==> config.mk <==
export PLATFORM = sky130hd
export DESIGN_NAME = card_spi_transaction_timing
export DESIGN_NICKNAME = d
export VERILOG_FILES = /design/src/shared/card_spi_pkg.sv /design/src/rtl/card_spi_transaction_timing.sv
export VERILOG_INCLUDE_DIRS = /design/src /design/src/shared
export SDC_FILE = /design/constraint.sdc
export NUM_CORES = 1
export LEC_CHECK = 0
export ABC_CLOCK_PERIOD_IN_PS = 6500
export BUFFER_PORTS_ARGS = -buffer_cell sky130_fd_sc_hd__buf_2
export CAP_MARGIN = 0
export CORE_MARGIN = 2
export CORE_UTILIZATION = 33
export DETAILED_ROUTE_END_ITERATION = 7
export SLEW_MARGIN = 10
export SYNTH_ARGS = -nofsm -noshare
export SYNTH_HDL_FRONTEND = slang
export SYNTH_SLANG_ARGS = --single-unit
==> constraint.sdc <==
create_clock -name CLK -period 6.5 [get_ports CLK]
set_clock_uncertainty 0.2 [all_clocks]
set_input_delay 1.3 -clock CLK [delete_from_list [all_inputs] [get_ports CLK]]
set_output_delay 1.3 -clock CLK [all_outputs]
set_load 0.05 [all_outputs]
==> src/shared/card_spi_params.svh <==
`ifndef CARD_SPI_PARAMS_SVH
`define CARD_SPI_PARAMS_SVH

`define CLK_PERIOD_NS 100
`define IDLE_BYTE 8'hFF
`define BUSY_BYTE 8'h00
`define START_BLOCK 8'hFE
`define START_MULTI_WRITE 8'hFC
`define STOP_TRAN 8'hFD
`define CMD_BYTES 12'h006
`define CRC_BYTES 12'h002
`define RESP_GAP_MAX 4'h8
`define CMD_PREFIX 2'h1

`endif

==> src/shared/card_spi_pkg.sv <==
package card_spi_pkg;

  typedef enum logic [3:0] {
    ST_IDLE = 4'b0000,
    ST_HOLD = 4'b0001,
    ST_CMD_RX = 4'b0010,
    ST_RESP_GAP = 4'b0011,
    ST_RESP_TX = 4'b0100,
    ST_BUSY = 4'b0101,
    ST_RD_TX = 4'b0110,
    ST_WR_RX = 4'b0111,
    ST_WR_RESP = 4'b1000
  } card_state_e;

  typedef struct packed {
    logic two;
    logic [15:0] data;
  } response_s;

endpackage

==> src/rtl/card_spi_transaction_timing.sv <==
`timescale 1ns/10ps
`include "card_spi_params.svh"

// Summary of operation
// - A 6-byte command is answered by a 1- or 2-byte response after 1 to 8 idle byte times.
// - A command needing internal work is followed by busy bytes until the work is done.
// - A read data block starts at least one byte time after the previous response or block.
// - A stop command between read blocks gets a timely response and ends the block stream.
// - A stop command inside a read block abandons that block before the response.
// - A register read data block starts at least one byte time after its response.
// - Each written block gets a data response then busy; a stop token also brings busy.
// - Data-out is high whenever the card is selected and no response, data response, busy byte or token is being sent.
// - Data-out is released to high impedance while chip select is high.
// - Every byte on both data lines is shifted most significant bit first.
// - A data token is a start byte, 1 to 2048 user bytes and a 16-bit CRC.
// - Start bytes are FE for single writes and reads, FC for multi writes, FD for stop.
module card_spi_transaction_timing (
  input wire logic CLK,
  input wire logic RST_B,
  input wire logic CS_B,
  input wire logic SCLK,
  input wire logic MOSI,
  output logic MISO,
  output logic MISO_OE,
  output logic CMD_VALID,
  output logic [47:0] CMD_FRAME,
  input wire logic RESP_LOAD,
  input wire logic [15:0] RESP_DATA,
  input wire logic RESP_TWO,
  input wire logic OP_BUSY,
  input wire logic RD_READY,
  input wire logic [7:0] RD_BYTE,
  input wire logic [11:0] BLOCK_LEN,
  output logic RD_TAKE,
  output logic BLOCK_DONE,
  input wire logic WR_ENABLE,
  output logic WR_VALID,
  output logic [7:0] WR_BYTE,
  input wire logic [7:0] WR_STATUS,
  output logic STOP_TOKEN
);

  logic cs_s1, cs_s2, sck_s1, sck_s2, sck_d, mosi_s1, mosi_s2;
  logic [2:0] bit_cnt;
  logic [6:0] rx_sh;
  logic [7:0] tx_sh;
  logic [39:0] cmd_sh;
  logic [11:0] idx;
  logic [3:0] gap;
  logic resp_ready;
  card_spi_pkg::response_s resp;
  card_spi_pkg::card_state_e state;

  wire sck_rise = sck_s2 & ~sck_d;
  wire sck_fall = ~sck_s2 & sck_d;
  wire rx_done = ~cs_s2 & sck_rise & (bit_cnt == 3'h7);
  // first bit of a byte is launched on the falling edge that opens it
  wire tx_load = ~cs_s2 & sck_fall & (bit_cnt == 3'h0);
  wire [7:0] rx_byte = {rx_sh, mosi_s2};
  wire cmd_start = (rx_byte[7:6] == `CMD_PREFIX);
  wire [11:0] block_last = BLOCK_LEN + `CRC_BYTES;
  wire is_start = (rx_byte == `START_BLOCK) | (rx_byte == `START_MULTI_WRITE);
  wire resp_last = ~(resp.two & (idx == 12'h000));
  wire resp_go = resp_ready | (gap == `RESP_GAP_MAX - 4'h1);
  wire sent_token = (state == card_spi_pkg::ST_RD_TX) & (idx != 12'h000);

  logic [7:0] next_tx;
  always_comb begin
    next_tx = `IDLE_BYTE;
    unique case (state)
      card_spi_pkg::ST_RESP_TX: begin
        next_tx = (resp.two & (idx == 12'h000)) ? resp.data[15:8] : resp.data[7:0];
      end
      card_spi_pkg::ST_BUSY: next_tx = `BUSY_BYTE;
      card_spi_pkg::ST_RD_TX: next_tx = (idx == 12'h000) ? `START_BLOCK : RD_BYTE;
      card_spi_pkg::ST_WR_RESP: next_tx = WR_STATUS;
      default: next_tx = `IDLE_BYTE;
    endcase
  end

  // pins cross from the host side: two stages before any use
  always_ff @(posedge CLK) begin
    if (!RST_B) begin
      cs_s1 <= 1'b1;
      cs_s2 <= 1'b1;
      sck_s1 <= 1'b0;
      sck_s2 <= 1'b0;
      sck_d <= 1'b0;
      mosi_s1 <= 1'b1;
      mosi_s2 <= 1'b1;
    end else begin
      cs_s1 <= CS_B;
      cs_s2 <= cs_s1;
      sck_s1 <= SCLK;
      sck_s2 <= sck_s1;
      sck_d <= sck_s2;
      mosi_s1 <= MOSI;
      mosi_s2 <= mosi_s1;
    end
  end

  // bit framing restarts at every selection
  always_ff @(posedge CLK) begin
    if (!RST_B || cs_s2) begin
      bit_cnt <= 3'h0;
      rx_sh <= 7'h7F;
    end else if (sck_rise) begin
      bit_cnt <= bit_cnt + 3'h1;
      rx_sh <= {rx_sh[5:0], mosi_s2};
    end
  end

  always_ff @(posedge CLK) begin
    if (!RST_B) begin
      MISO_OE <= 1'b0;
    end else begin
      MISO_OE <= ~cs_s2;
    end
  end

  always_ff @(posedge CLK) begin
    if (!RST_B || cs_s2) begin
      tx_sh <= `IDLE_BYTE;
    end else if (tx_load) begin
      tx_sh <= next_tx;
    end else if (sck_fall) begin
      tx_sh <= {tx_sh[6:0], 1'b1};
    end
  end

  assign MISO = tx_sh[7];

  always_ff @(posedge CLK) begin
    if (!RST_B) begin
      RD_TAKE <= 1'b0;
    end else begin
      RD_TAKE <= tx_load & sent_token;
    end
  end

  // a load in the same cycle as the consume wins, so no answer is lost
  always_ff @(posedge CLK) begin
    if (!RST_B) begin
      resp_ready <= 1'b0;
      resp <= '0;
    end else if (RESP_LOAD) begin
      resp_ready <= 1'b1;
      resp <= '{two: RESP_TWO, data: RESP_DATA};
    end else if (rx_done && (cmd_start || (state == card_spi_pkg::ST_RESP_GAP && resp_go))) begin
      resp_ready <= 1'b0;
    end
  end

  always_ff @(posedge CLK) begin
    if (!RST_B) begin
      state <= card_spi_pkg::ST_IDLE;
      idx <= 12'h000;
      gap <= 4'h0;
      cmd_sh <= '0;
      CMD_VALID <= 1'b0;
      CMD_FRAME <= '0;
      BLOCK_DONE <= 1'b0;
      WR_VALID <= 1'b0;
      WR_BYTE <= 8'h00;
      STOP_TOKEN <= 1'b0;
    end else begin
      CMD_VALID <= 1'b0;
      BLOCK_DONE <= 1'b0;
      WR_VALID <= 1'b0;
      STOP_TOKEN <= 1'b0;
      if (cs_s2) begin
        state <= card_spi_pkg::ST_IDLE;
      end else if (state == card_spi_pkg::ST_IDLE) begin
        state <= card_spi_pkg::ST_HOLD;
        gap <= 4'h0;
      end else if (rx_done) begin
        if (cmd_start && state != card_spi_pkg::ST_CMD_RX && state != card_spi_pkg::ST_WR_RX) begin
          // command ends a read block in flight; a write block in flight keeps receiving
          state <= card_spi_pkg::ST_CMD_RX;
          cmd_sh <= {32'h0000_0000, rx_byte};
          idx <= 12'h001;
        end else begin
          unique case (state)
            card_spi_pkg::ST_CMD_RX: begin
              cmd_sh <= {cmd_sh[31:0], rx_byte};
              idx <= idx + 12'h001;
              if (idx == `CMD_BYTES - 12'h001) begin
                CMD_VALID <= 1'b1;
                CMD_FRAME <= {cmd_sh, rx_byte};
                state <= card_spi_pkg::ST_RESP_GAP;
                gap <= 4'h0;
              end
            end
            card_spi_pkg::ST_RESP_GAP: begin
              gap <= gap + 4'h1;
              if (resp_go) begin
                state <= card_spi_pkg::ST_RESP_TX;
                idx <= 12'h000;
              end
            end
            card_spi_pkg::ST_RESP_TX: begin
              idx <= idx + 12'h001;
              if (resp_last) begin
                gap <= 4'h0;
                state <= OP_BUSY ? card_spi_pkg::ST_BUSY : card_spi_pkg::ST_HOLD;
              end
            end
            card_spi_pkg::ST_BUSY: begin
              if (!OP_BUSY) begin
                state <= card_spi_pkg::ST_HOLD;
                gap <= 4'h0;
              end
            end
            card_spi_pkg::ST_HOLD: begin
              // at least one idle byte before a block
              if (RD_READY) begin
                state <= card_spi_pkg::ST_RD_TX;
                idx <= 12'h000;
              end else if (WR_ENABLE && is_start) begin
                state <= card_spi_pkg::ST_WR_RX;
                idx <= 12'h000;
              end else if (WR_ENABLE && rx_byte == `STOP_TRAN) begin
                STOP_TOKEN <= 1'b1;
                state <= card_spi_pkg::ST_BUSY;
              end
            end
            card_spi_pkg::ST_RD_TX: begin
              idx <= idx + 12'h001;
              if (idx == block_last) begin
                BLOCK_DONE <= 1'b1;
                state <= card_spi_pkg::ST_HOLD;
                gap <= 4'h0;
              end
            end
            card_spi_pkg::ST_WR_RX: begin
              WR_VALID <= 1'b1;
              WR_BYTE <= rx_byte;
              idx <= idx + 12'h001;
              if (idx == block_last - 12'h001) begin
                BLOCK_DONE <= 1'b1;
                state <= card_spi_pkg::ST_WR_RESP;
              end
            end
            card_spi_pkg::ST_WR_RESP: state <= card_spi_pkg::ST_BUSY;
            default: state <= card_spi_pkg::ST_HOLD;
          endcase
        end
      end
    end
  end

endmodule

* Yosys cells after proc, flatten, opt, wreduce, memory -nomap -nowiden
Index checks and enable logic that the tools add are counted.
** Storage, ports and cells
- Output and inout bits :: 63
- Register bits :: 165
- Input port bits :: 54
- Logic and storage cells :: 164
** Operators by class
- Bitwise logic cells :: 20
- Muxes and demuxes :: 42
- Eq/ne operators :: 39
- Reduce and logical (&&, ||, !) cells :: 32
- Add/sub/neg operators :: 5
** Operators with widths (count)
- 40-bit two-way mux :: 2
- 4-bit two-way mux :: 17
- 12-bit two-way mux :: 4
- 12-bit one-hot mux with 3 select lines :: 1
- 8-bit two-way mux :: 4
- 4-bit one-hot mux with 8 select lines :: 1
- 8-bit one-hot mux with 4 select lines :: 1
- 12-bit equality test :: 2
- 8-bit equality test, second input constant :: 3
- 8-bit AND reduction :: 3
- 3-bit inequality test, second input constant :: 7
- 4-bit by 3-bit equality test with 1-bit output, second input constant :: 5
- 4-bit inequality test, second input constant :: 5
- 4-bit one-hot mux with 5 select lines :: 1
- 12-bit by 1-bit adder with 12-bit output, second input constant :: 1
- 12-bit by 2-bit adder with 12-bit output, second input constant :: 1
- 12-bit by 3-bit equality test with 1-bit output, second input constant :: 1
- 12-bit zero test :: 1
- 6-bit AND reduction :: 2
- 12-bit nonzero test :: 1
- 12-bit by 1-bit subtractor with 12-bit output, second input constant :: 1
- 1-bit AND :: 9
- 1-bit two-way mux :: 9
- 1-bit inverter :: 9
- 34 further kinds :: 47

* Longest topological paths before layout
Gate-level depths: netlist of run 1.
- Word-level depth :: 9
- Gate-level depth with buffers :: 12
- Gate-level depth less buffers :: 10

* Worst setup path after synthesis of run 1
OpenSTA, ideal clock, no wires.
- Path kind :: input-to-reg
- Start point :: input port BLOCK_LEN[1]
- End point :: register state[2]
- Buffers on the path :: 2
- Cell stages on the path :: 12
- Required time :: 6.230 ns
- Setup time :: 0.070 ns
- Setup slack :: 2.464 ns
- Data arrival time :: 3.766 ns
- Cells stage by stage :: ha_1 > buf_6 > xnor2_1 > a31oi_2 > buf_6 > nor4b_1 > mux2i_1 > a31o_1 > a2111oi_4 > a21oi_2 > or4_1 > a21oi_1
** Between the ends
- Word-level cells in the longest chain between the ends :: 5
- Elaborated cells between the ends (all ways) :: 7
- Classes of those cells :: 2 x add/sub; 4 x eq/ne; 1 x reduce/logical
** RTL lines
- start: declaration :: RTL line card_spi_transaction_timing.sv:33 : input wire logic [11:0] BLOCK_LEN,
- 12-bit by 2-bit adder with 12-bit output (no line) (*)
- 12-bit by 1-bit subtractor with 12-bit output :: RTL line card_spi_transaction_timing.sv:239 : if (idx == block_last - 12'h001) begin
- 12-bit equality test :: RTL line card_spi_transaction_timing.sv:239
- 3-bit inequality test (no line)
- 8-bit AND reduction (no line) (*)
- end signal: assignment :: RTL line card_spi_transaction_timing.sv:241 : state <= card_spi_pkg::ST_WR_RESP;
- end signal: assignment :: RTL line card_spi_transaction_timing.sv:244 : card_spi_pkg::ST_WR_RESP: state <= card_spi_pkg::ST_BUSY;
- end signal: assignment :: RTL line card_spi_transaction_timing.sv:245 : default: state <= card_spi_pkg::ST_HOLD;
- end: declaration :: RTL line card_spi_transaction_timing.sv:52 : card_spi_pkg::card_state_e state;
Every way passes the cells marked *; elsewhere a longest branch is shown, timed or not.
A chain may end at the register's enable or synchronous reset.

* Worst setup path in the final report of run 1
Ends and elaborated chain as after synthesis.

==> impl_metrics.json, run 1 <==
{
  "syn_to_final_growth_pct": 17.33,
  "port_buffers": 116,
  "synth-async-reset-ratio_pct": 0,
  "detail_route.iter0.violations": 369,
  "cts.htree.levels": 4,
  "met1_usage_pct": 22.37,
  "synth_top_area_share_pct": 41.89,
  "status": "complete, no violations",
  "totalWireLength_microns": 19500,
  "cts_setup_buffers": 0,
  "cts.repair.resized": 0,
  "clock-sinks": 165,
  "drc": 0,
  "ys.flop_type": "dfxtp_1",
  "cts-root-buf": "clkbuf_16",
  "cts.path.max_buffers": 2,
  "rsz0062_at_grt": "no",
  "yosysUniqueCellTypes": 69,
  "tightest_slew_ps": 1165,
  "num_io_pins": 117,
  "critPathLaunchType": "input pin",
  "met3_usage_pct": 4.001,
  "syn_area_per_cell_sq_um": 8.655,
  "netlist_instances": 911,
  "finalWeightedCongestion": 0.8814,
  "fin_tns_setup_ps": 0,
  "numCtsBuffers": 17,
  "drv_slew": 0,
  "peakVddDrop_mv": 0.1422,
  "synth_edf_count": 0,
  "wire_per_inst_microns": 14.71,
  "max-cap-violations": 0,
  "path_clk_slew_ps": 80,
  "synth_sequential_area_ratio_pct": 41.89,
  "dieArea_sq_mm": 0.02515,
  "syn-cell-area_sq_mm": 0.007885,
  "max-slew-margin-rel_pct": 22.20,
  "worst_path_largest_cell_delay_ps": 510,
  "grt_usage_pct": 15.95,
  "synth_nets": 975,
  "reg2reg_depth": 8,
  "path_common_cell": "a21oi_1",
  "layout.cells.non_filler": 1326,
  "cp_slowest_cell": "a31oi_2",
  "nets": 1058,
  "antenna_found_initial": 0,
  "die_x_microns": 158.6,
  "place_inst": 1294,
  "ys_warn_count": 0,
  "worstPathMaxFanout": 11,
  "yosysTopAreaCell": "dfxtp_1",
  "min_period_ps": 4091,
  "gr-total-overflow": 0,
  "drtPass1Iterations": 5,
  "viasPerCell": 4.903,
  "endpoint_kind": "register",
  "worstPathArrival_ps": 4240,
  "busiest_layer": "met2",
  "drive_gt1_share_pct": 17.58,
  "power_density_mw_per_mm2": 237.8,
  "antenna_left": 0,
  "crit_path_cell_trace": "buf_2 > ha_1 > xnor2_1 > a31oi_2 > a21oi_1 > or3_1 > a31o_1 > a2111oi_4 > a21oi_2 > or4_1 > a21oi_1",
  "antenna_cells": 0,
  "path_class": "in2reg",
  "synth_area_leaders": "dfxtp_1 42%, nand2_1 7.6%, a21boi_0 5.7%, nor2b_1 5.5%, mux2i_1 4.3%",
  "setup_slack_ps": 2409,
  "setup_viol": 0,
  "max_freq_mhz": 244.5,
  "grt_pass1_wl_microns": 31730,
  "tritoncts": "built",
  "r2r_slack_ps": 2930,
  "hold_viol": 0,
  "vias": 6501,
  "synth-seq-cells": 165,
  "min_period_over_period_pct": 62.93,
  "dp_hpwl_microns": 13420,
  "pre_cts_slack_ps": 1997,
  "num_rows": 56,
  "core_sq_mm": 0.02347,
  "p_leak_nw": 3.604,
  "grt_max_degree": 107,
  "clk_latency_ps": 430,
  "die_h_microns": 158.6,
  "total_power_mw": 2.200,
  "hold_path_class": "reg2reg",
  "initial_core_util_pct": 33.59,
  "grtUsageMet2_pct": 24.37,
  "grt_pass1_vias": 6051,
  "hold_buffers": 0,
  "holdPathStages": 1,
  "crit_required_ps": 6650
}
[logic make-up after synthesis]
group	Yosys count	synth area share [%]
AOI/OAI and AO/OA	207	18.34
muxes	34	4.316
xor gates and xnor gates	39	4.792
adders and majority gates	11	1.714
buffers and inverters	70	4.634
and+or+nand+nor	385	24.31
DFF	165	41.89
[cells in the final DEF, fill, tap and decap left out, types with 4 or more instances in the layout]
master,synthesis,routed
xor2_1,14,14
nand4_1,5,5
ha_1,10,10
o31ai_1,4,4
a211oi_1,4,4
nand2b_1,12,11
inv_1,10,10
or3_1,8,8
mux2i_1,34,34
nand3_1,25,25
a21oi_1,38,38
nor3_1,18,18
buf_4,0,7
xnor2_1,21,21
o21ai_0,31,31
nand2_1,160,160
buf_2,0,116
clkinv_8,0,5
and3_1,8,8
a22oi_1,32,32
nor2_1,42,42
dfxtp_1,165,165
and2_1,7,7
nor2b_1,69,68
o211a_1,8,8
a31oi_1,6,6
clkbuf_16,0,17
a21boi_0,60,60
nor4_1,5,5
nor4b_1,4,4
[metal layers]
layer	part of all wire (%)	wire length [microns]
met5	0	0
met4	0.96	187
met3	5.5	1082
met2	44	8575
met1	50	9655
[metrics by stage]
| step | hold WS, ps | util, % | cell area [sq um] |
|---|---|---|---|
| 4_1_cts | 210.9 | 39.41 | 9251 |
| 6_report | 209.7 | 39.41 | 9251 |
| 2_1_floorplan | 186.3 | - | 7885 |
| 3_3_place_gp | 194.0 | 36.73 | 8621 |
| 3_5_place_dp | 192.9 | 36.73 | 8621 |
| 5_1_grt | 248.7 | 39.41 | 9251 |
[worst max-delay path, delay by kind of cell]
family	cells	cell delay [ps]
compound gates	6	1430
xor+xnor	1	130
fa+ha+maj	1	370
buf+inv	1	170
simple gates	2	830
[synth_stat cells, types with 14 or more instances]
library cell	instances
mux2i_1	34
o21ai_0	31
xor2_1	14
xnor2_1	21
a21oi_1	38
dfxtp_1	165
nor2b_1	69
nand3_1	25
a22oi_1	32
nor3_1	18
a21boi_0	60
clkbuf_1	46
nor2_1	42
nand2_1	160
[report_power, final]
part | switching, mW | internal (mW)
clock | 0.496 | 0.561
sequential | 0.00593 | 1.02
combinational | 0.0639 | 0.0527
[area by class of cell]
type | count | area (sq um)
Fill cell | 2420 | 14220
Multi-Input combinational cell | 676 | 4244
Sequential cell | 165 | 3303
Timing Repair Buffer | 123 | 633.1
Clock buffer | 17 | 425.4
Tap cell | 319 | 399.1
Clock inverter | 15 | 205.2
Inverter | 11 | 41.29
[registers in the layout (all words and copies together), names as in the netlist, 3 cells and up]
signal / cells
WR_BYTE: 8
resp: 17
tx_sh: 8
cmd_sh: 40
CMD_FRAME: 48
gap: 4
rx_sh: 7
bit_cnt: 3
state: 4
idx: 12
[path summary, 6_finish.rpt]
kind / start / end
hold / removal: mosi_s1 / mosi_s2
hold reg to reg: mosi_s1 / mosi_s2
setup / recovery: BLOCK_LEN[1] / state[2]
setup reg to reg: state[2] / gap[1]
Note: power is estimated with default switching activity, not from simulation.
==> run 2, diff against run 1 <==
--- a/config.mk
+++ b/config.mk
@@ -6,7 +6,7 @@
 export SDC_FILE = /design/constraint.sdc
 export NUM_CORES = 1
 export LEC_CHECK = 0
-export ABC_CLOCK_PERIOD_IN_PS = 6500
+export ABC_CLOCK_PERIOD_IN_PS = 3700
 export BUFFER_PORTS_ARGS = -buffer_cell sky130_fd_sc_hd__buf_2
 export CAP_MARGIN = 0
 export CORE_MARGIN = 2
==> constraint.sdc (replaced) <==
create_clock -name CLK -period 3.7 [get_ports CLK]
set_clock_uncertainty 0.2 [all_clocks]
set_input_delay 0.74 -clock CLK [delete_from_list [all_inputs] [get_ports CLK]]
set_output_delay 0.74 -clock CLK [all_outputs]
set_load 0.05 [all_outputs]
==> impl_metrics.json, run 2 (same netlist as run 1, synthesis figures left out) <==
{
  "status": "complete, no violations",
  "met1_usage_pct": 21.91,
  "dp_hpwl_microns": 13650,
  "tightest_slew_ps": 1023,
  "antenna_cells": 0,
  "worstPathMaxFanout": 8,
  "endpoint_kind": "register",
  "busiest_layer": "met2",
  "hold_path_class": "reg2reg",
  "num_rows": 56,
  "drtPass1Iterations": 4,
  "fin_util_pct": 39.99,
  "cts.htree.levels": 4,
  "min_period_ps": 3300,
  "grt_pass1_wl_microns": 31740,
  "largest_reg_flops": 48,
  "core_sq_mm": 0.02347,
  "grt_usage_pct": 15.91,
  "die_x_microns": 158.6,
  "peakVddDrop_mv": 0.2295,
  "port_buffers": 116,
  "mostFrequentLayoutCells": "165 x dfxtp_1, 160 x nand2_1, 116 x buf_2, 68 x nor2b_1, 60 x a21boi_0",
  "die_h_microns": 158.6,
  "cts.repair.resized": 0,
  "critPathLaunchType": "input pin",
  "path_class": "in2reg",
  "finalWeightedCongestion": 0.8914,
  "grtUsageMet2_pct": 24.63,
  "nets": 1077,
  "clock-sinks": 165,
  "grt_pass1_vias": 6166,
  "hold_buffers": 0,
  "viasPerCell": 4.854,
  "num_io_pins": 117,
  "rsz0062_at_grt": "no",
  "max_freq_mhz": 303.0,
  "worstPathArrival_ps": 3460,
  "clk_latency_ps": 430,
  "dieArea_sq_mm": 0.02515,
  "antenna_left": 0,
  "final_common_cell": "dfxtp_1",
  "max-cap-violations": 0,
  "reg_top3": "CMD_FRAME (48), cmd_sh (40), resp (17)",
  "setup_viol": 0,
  "top_register": "CMD_FRAME",
  "hold_viol": 0,
  "setup_slack_ps": 399.8,
  "gr-total-overflow": 0,
  "vias": 6528,
  "drc": 0,
  "numCtsBuffers": 17,
  "cts.path.max_buffers": 2,
  "cts_setup_buffers": 0,
  "pre_cts_slack_ps": 2.593,
  "crit_required_ps": 3860,
  "p_leak_nw": 3.691,
  "power_density_mw_per_mm2": 410.3,
  "grt_max_degree": 93,
  "cts-root-buf": "clkbuf_16",
  "drv_slew": 0,
  "tritoncts": "built",
  "max-slew-margin-rel_pct": 31.80,
  "antenna_found_initial": 0,
  "total_power_mw": 3.852,
  "met3_usage_pct": 3.674,
  "wire_per_inst_microns": 14.56,
  "totalWireLength_microns": 19590,
  "min_period_over_period_pct": 89.20,
  "drive_gt1_share_pct": 19.10,
  "detail_route.iter0.violations": 362,
  "fin_tns_setup_ps": 0,
  "path_clk_slew_ps": 70,
  "syn_to_final_growth_pct": 19.06,
  "initial_core_util_pct": 33.59
}
run 2: stage by stage:
step,instance area (sq um),instances,hold WS (ps)
finish,9388,1345,218.8
global route,9388,1345,259.4
CTS,9388,1345,225.9
detailed placement,8763,1313,210.3
global placement,8763,1313,193.9
floorplan,7885,911,186.3
run 2: routing by layer:
metal | part of all wire, % | vias to the layer above
li1 | - | 3357
met1 | 49 | 2997
met2 | 45 | 154
met3 | 4.8 | 20
met4 | 1.3 | 0
met5 | 0 | -
run 2: path summary, 6_finish.rpt:
kind,slack (ps),depth (start not counted),from,endpoint
max,400,12,BLOCK_LEN[1],state[2]
min,220,1,mosi_s1,mosi_s2
max reg2reg,500,7,sck_d,CMD_FRAME[8]
min reg2reg,220,1,mosi_s1,mosi_s2
run 2: cell type report:
cell class	count	area [sq um]
Inverter	11	41.29
Sequential cell	165	3303
Clock buffer	17	425.4
Multi-Input combinational cell	676	4244
Clock inverter	15	198.9
Timing Repair Buffer	142	775.7
Tap cell	319	399.1
Fill cell	2402	14080
run 2: critical path: stages:
cell	delay, ps
buf_2	110
ha_1	310
xnor2_2	310
nand3_1	150
buf_4	170
nor4_1	230
nand2_1	90
a31o_1	240
a2111oi_4	360
a21oi_2	100
or4_1	500
a21oi_1	140
run 2: power breakdown:
group,total [mW],internal [mW],leakage (nW),switching (mW)
sequential,1.80,1.79,1.33,0.0104
combinational,0.214,0.100,2.06,0.114
clock,1.84,0.982,0.301,0.855
total,3.85,2.87,3.69,0.979
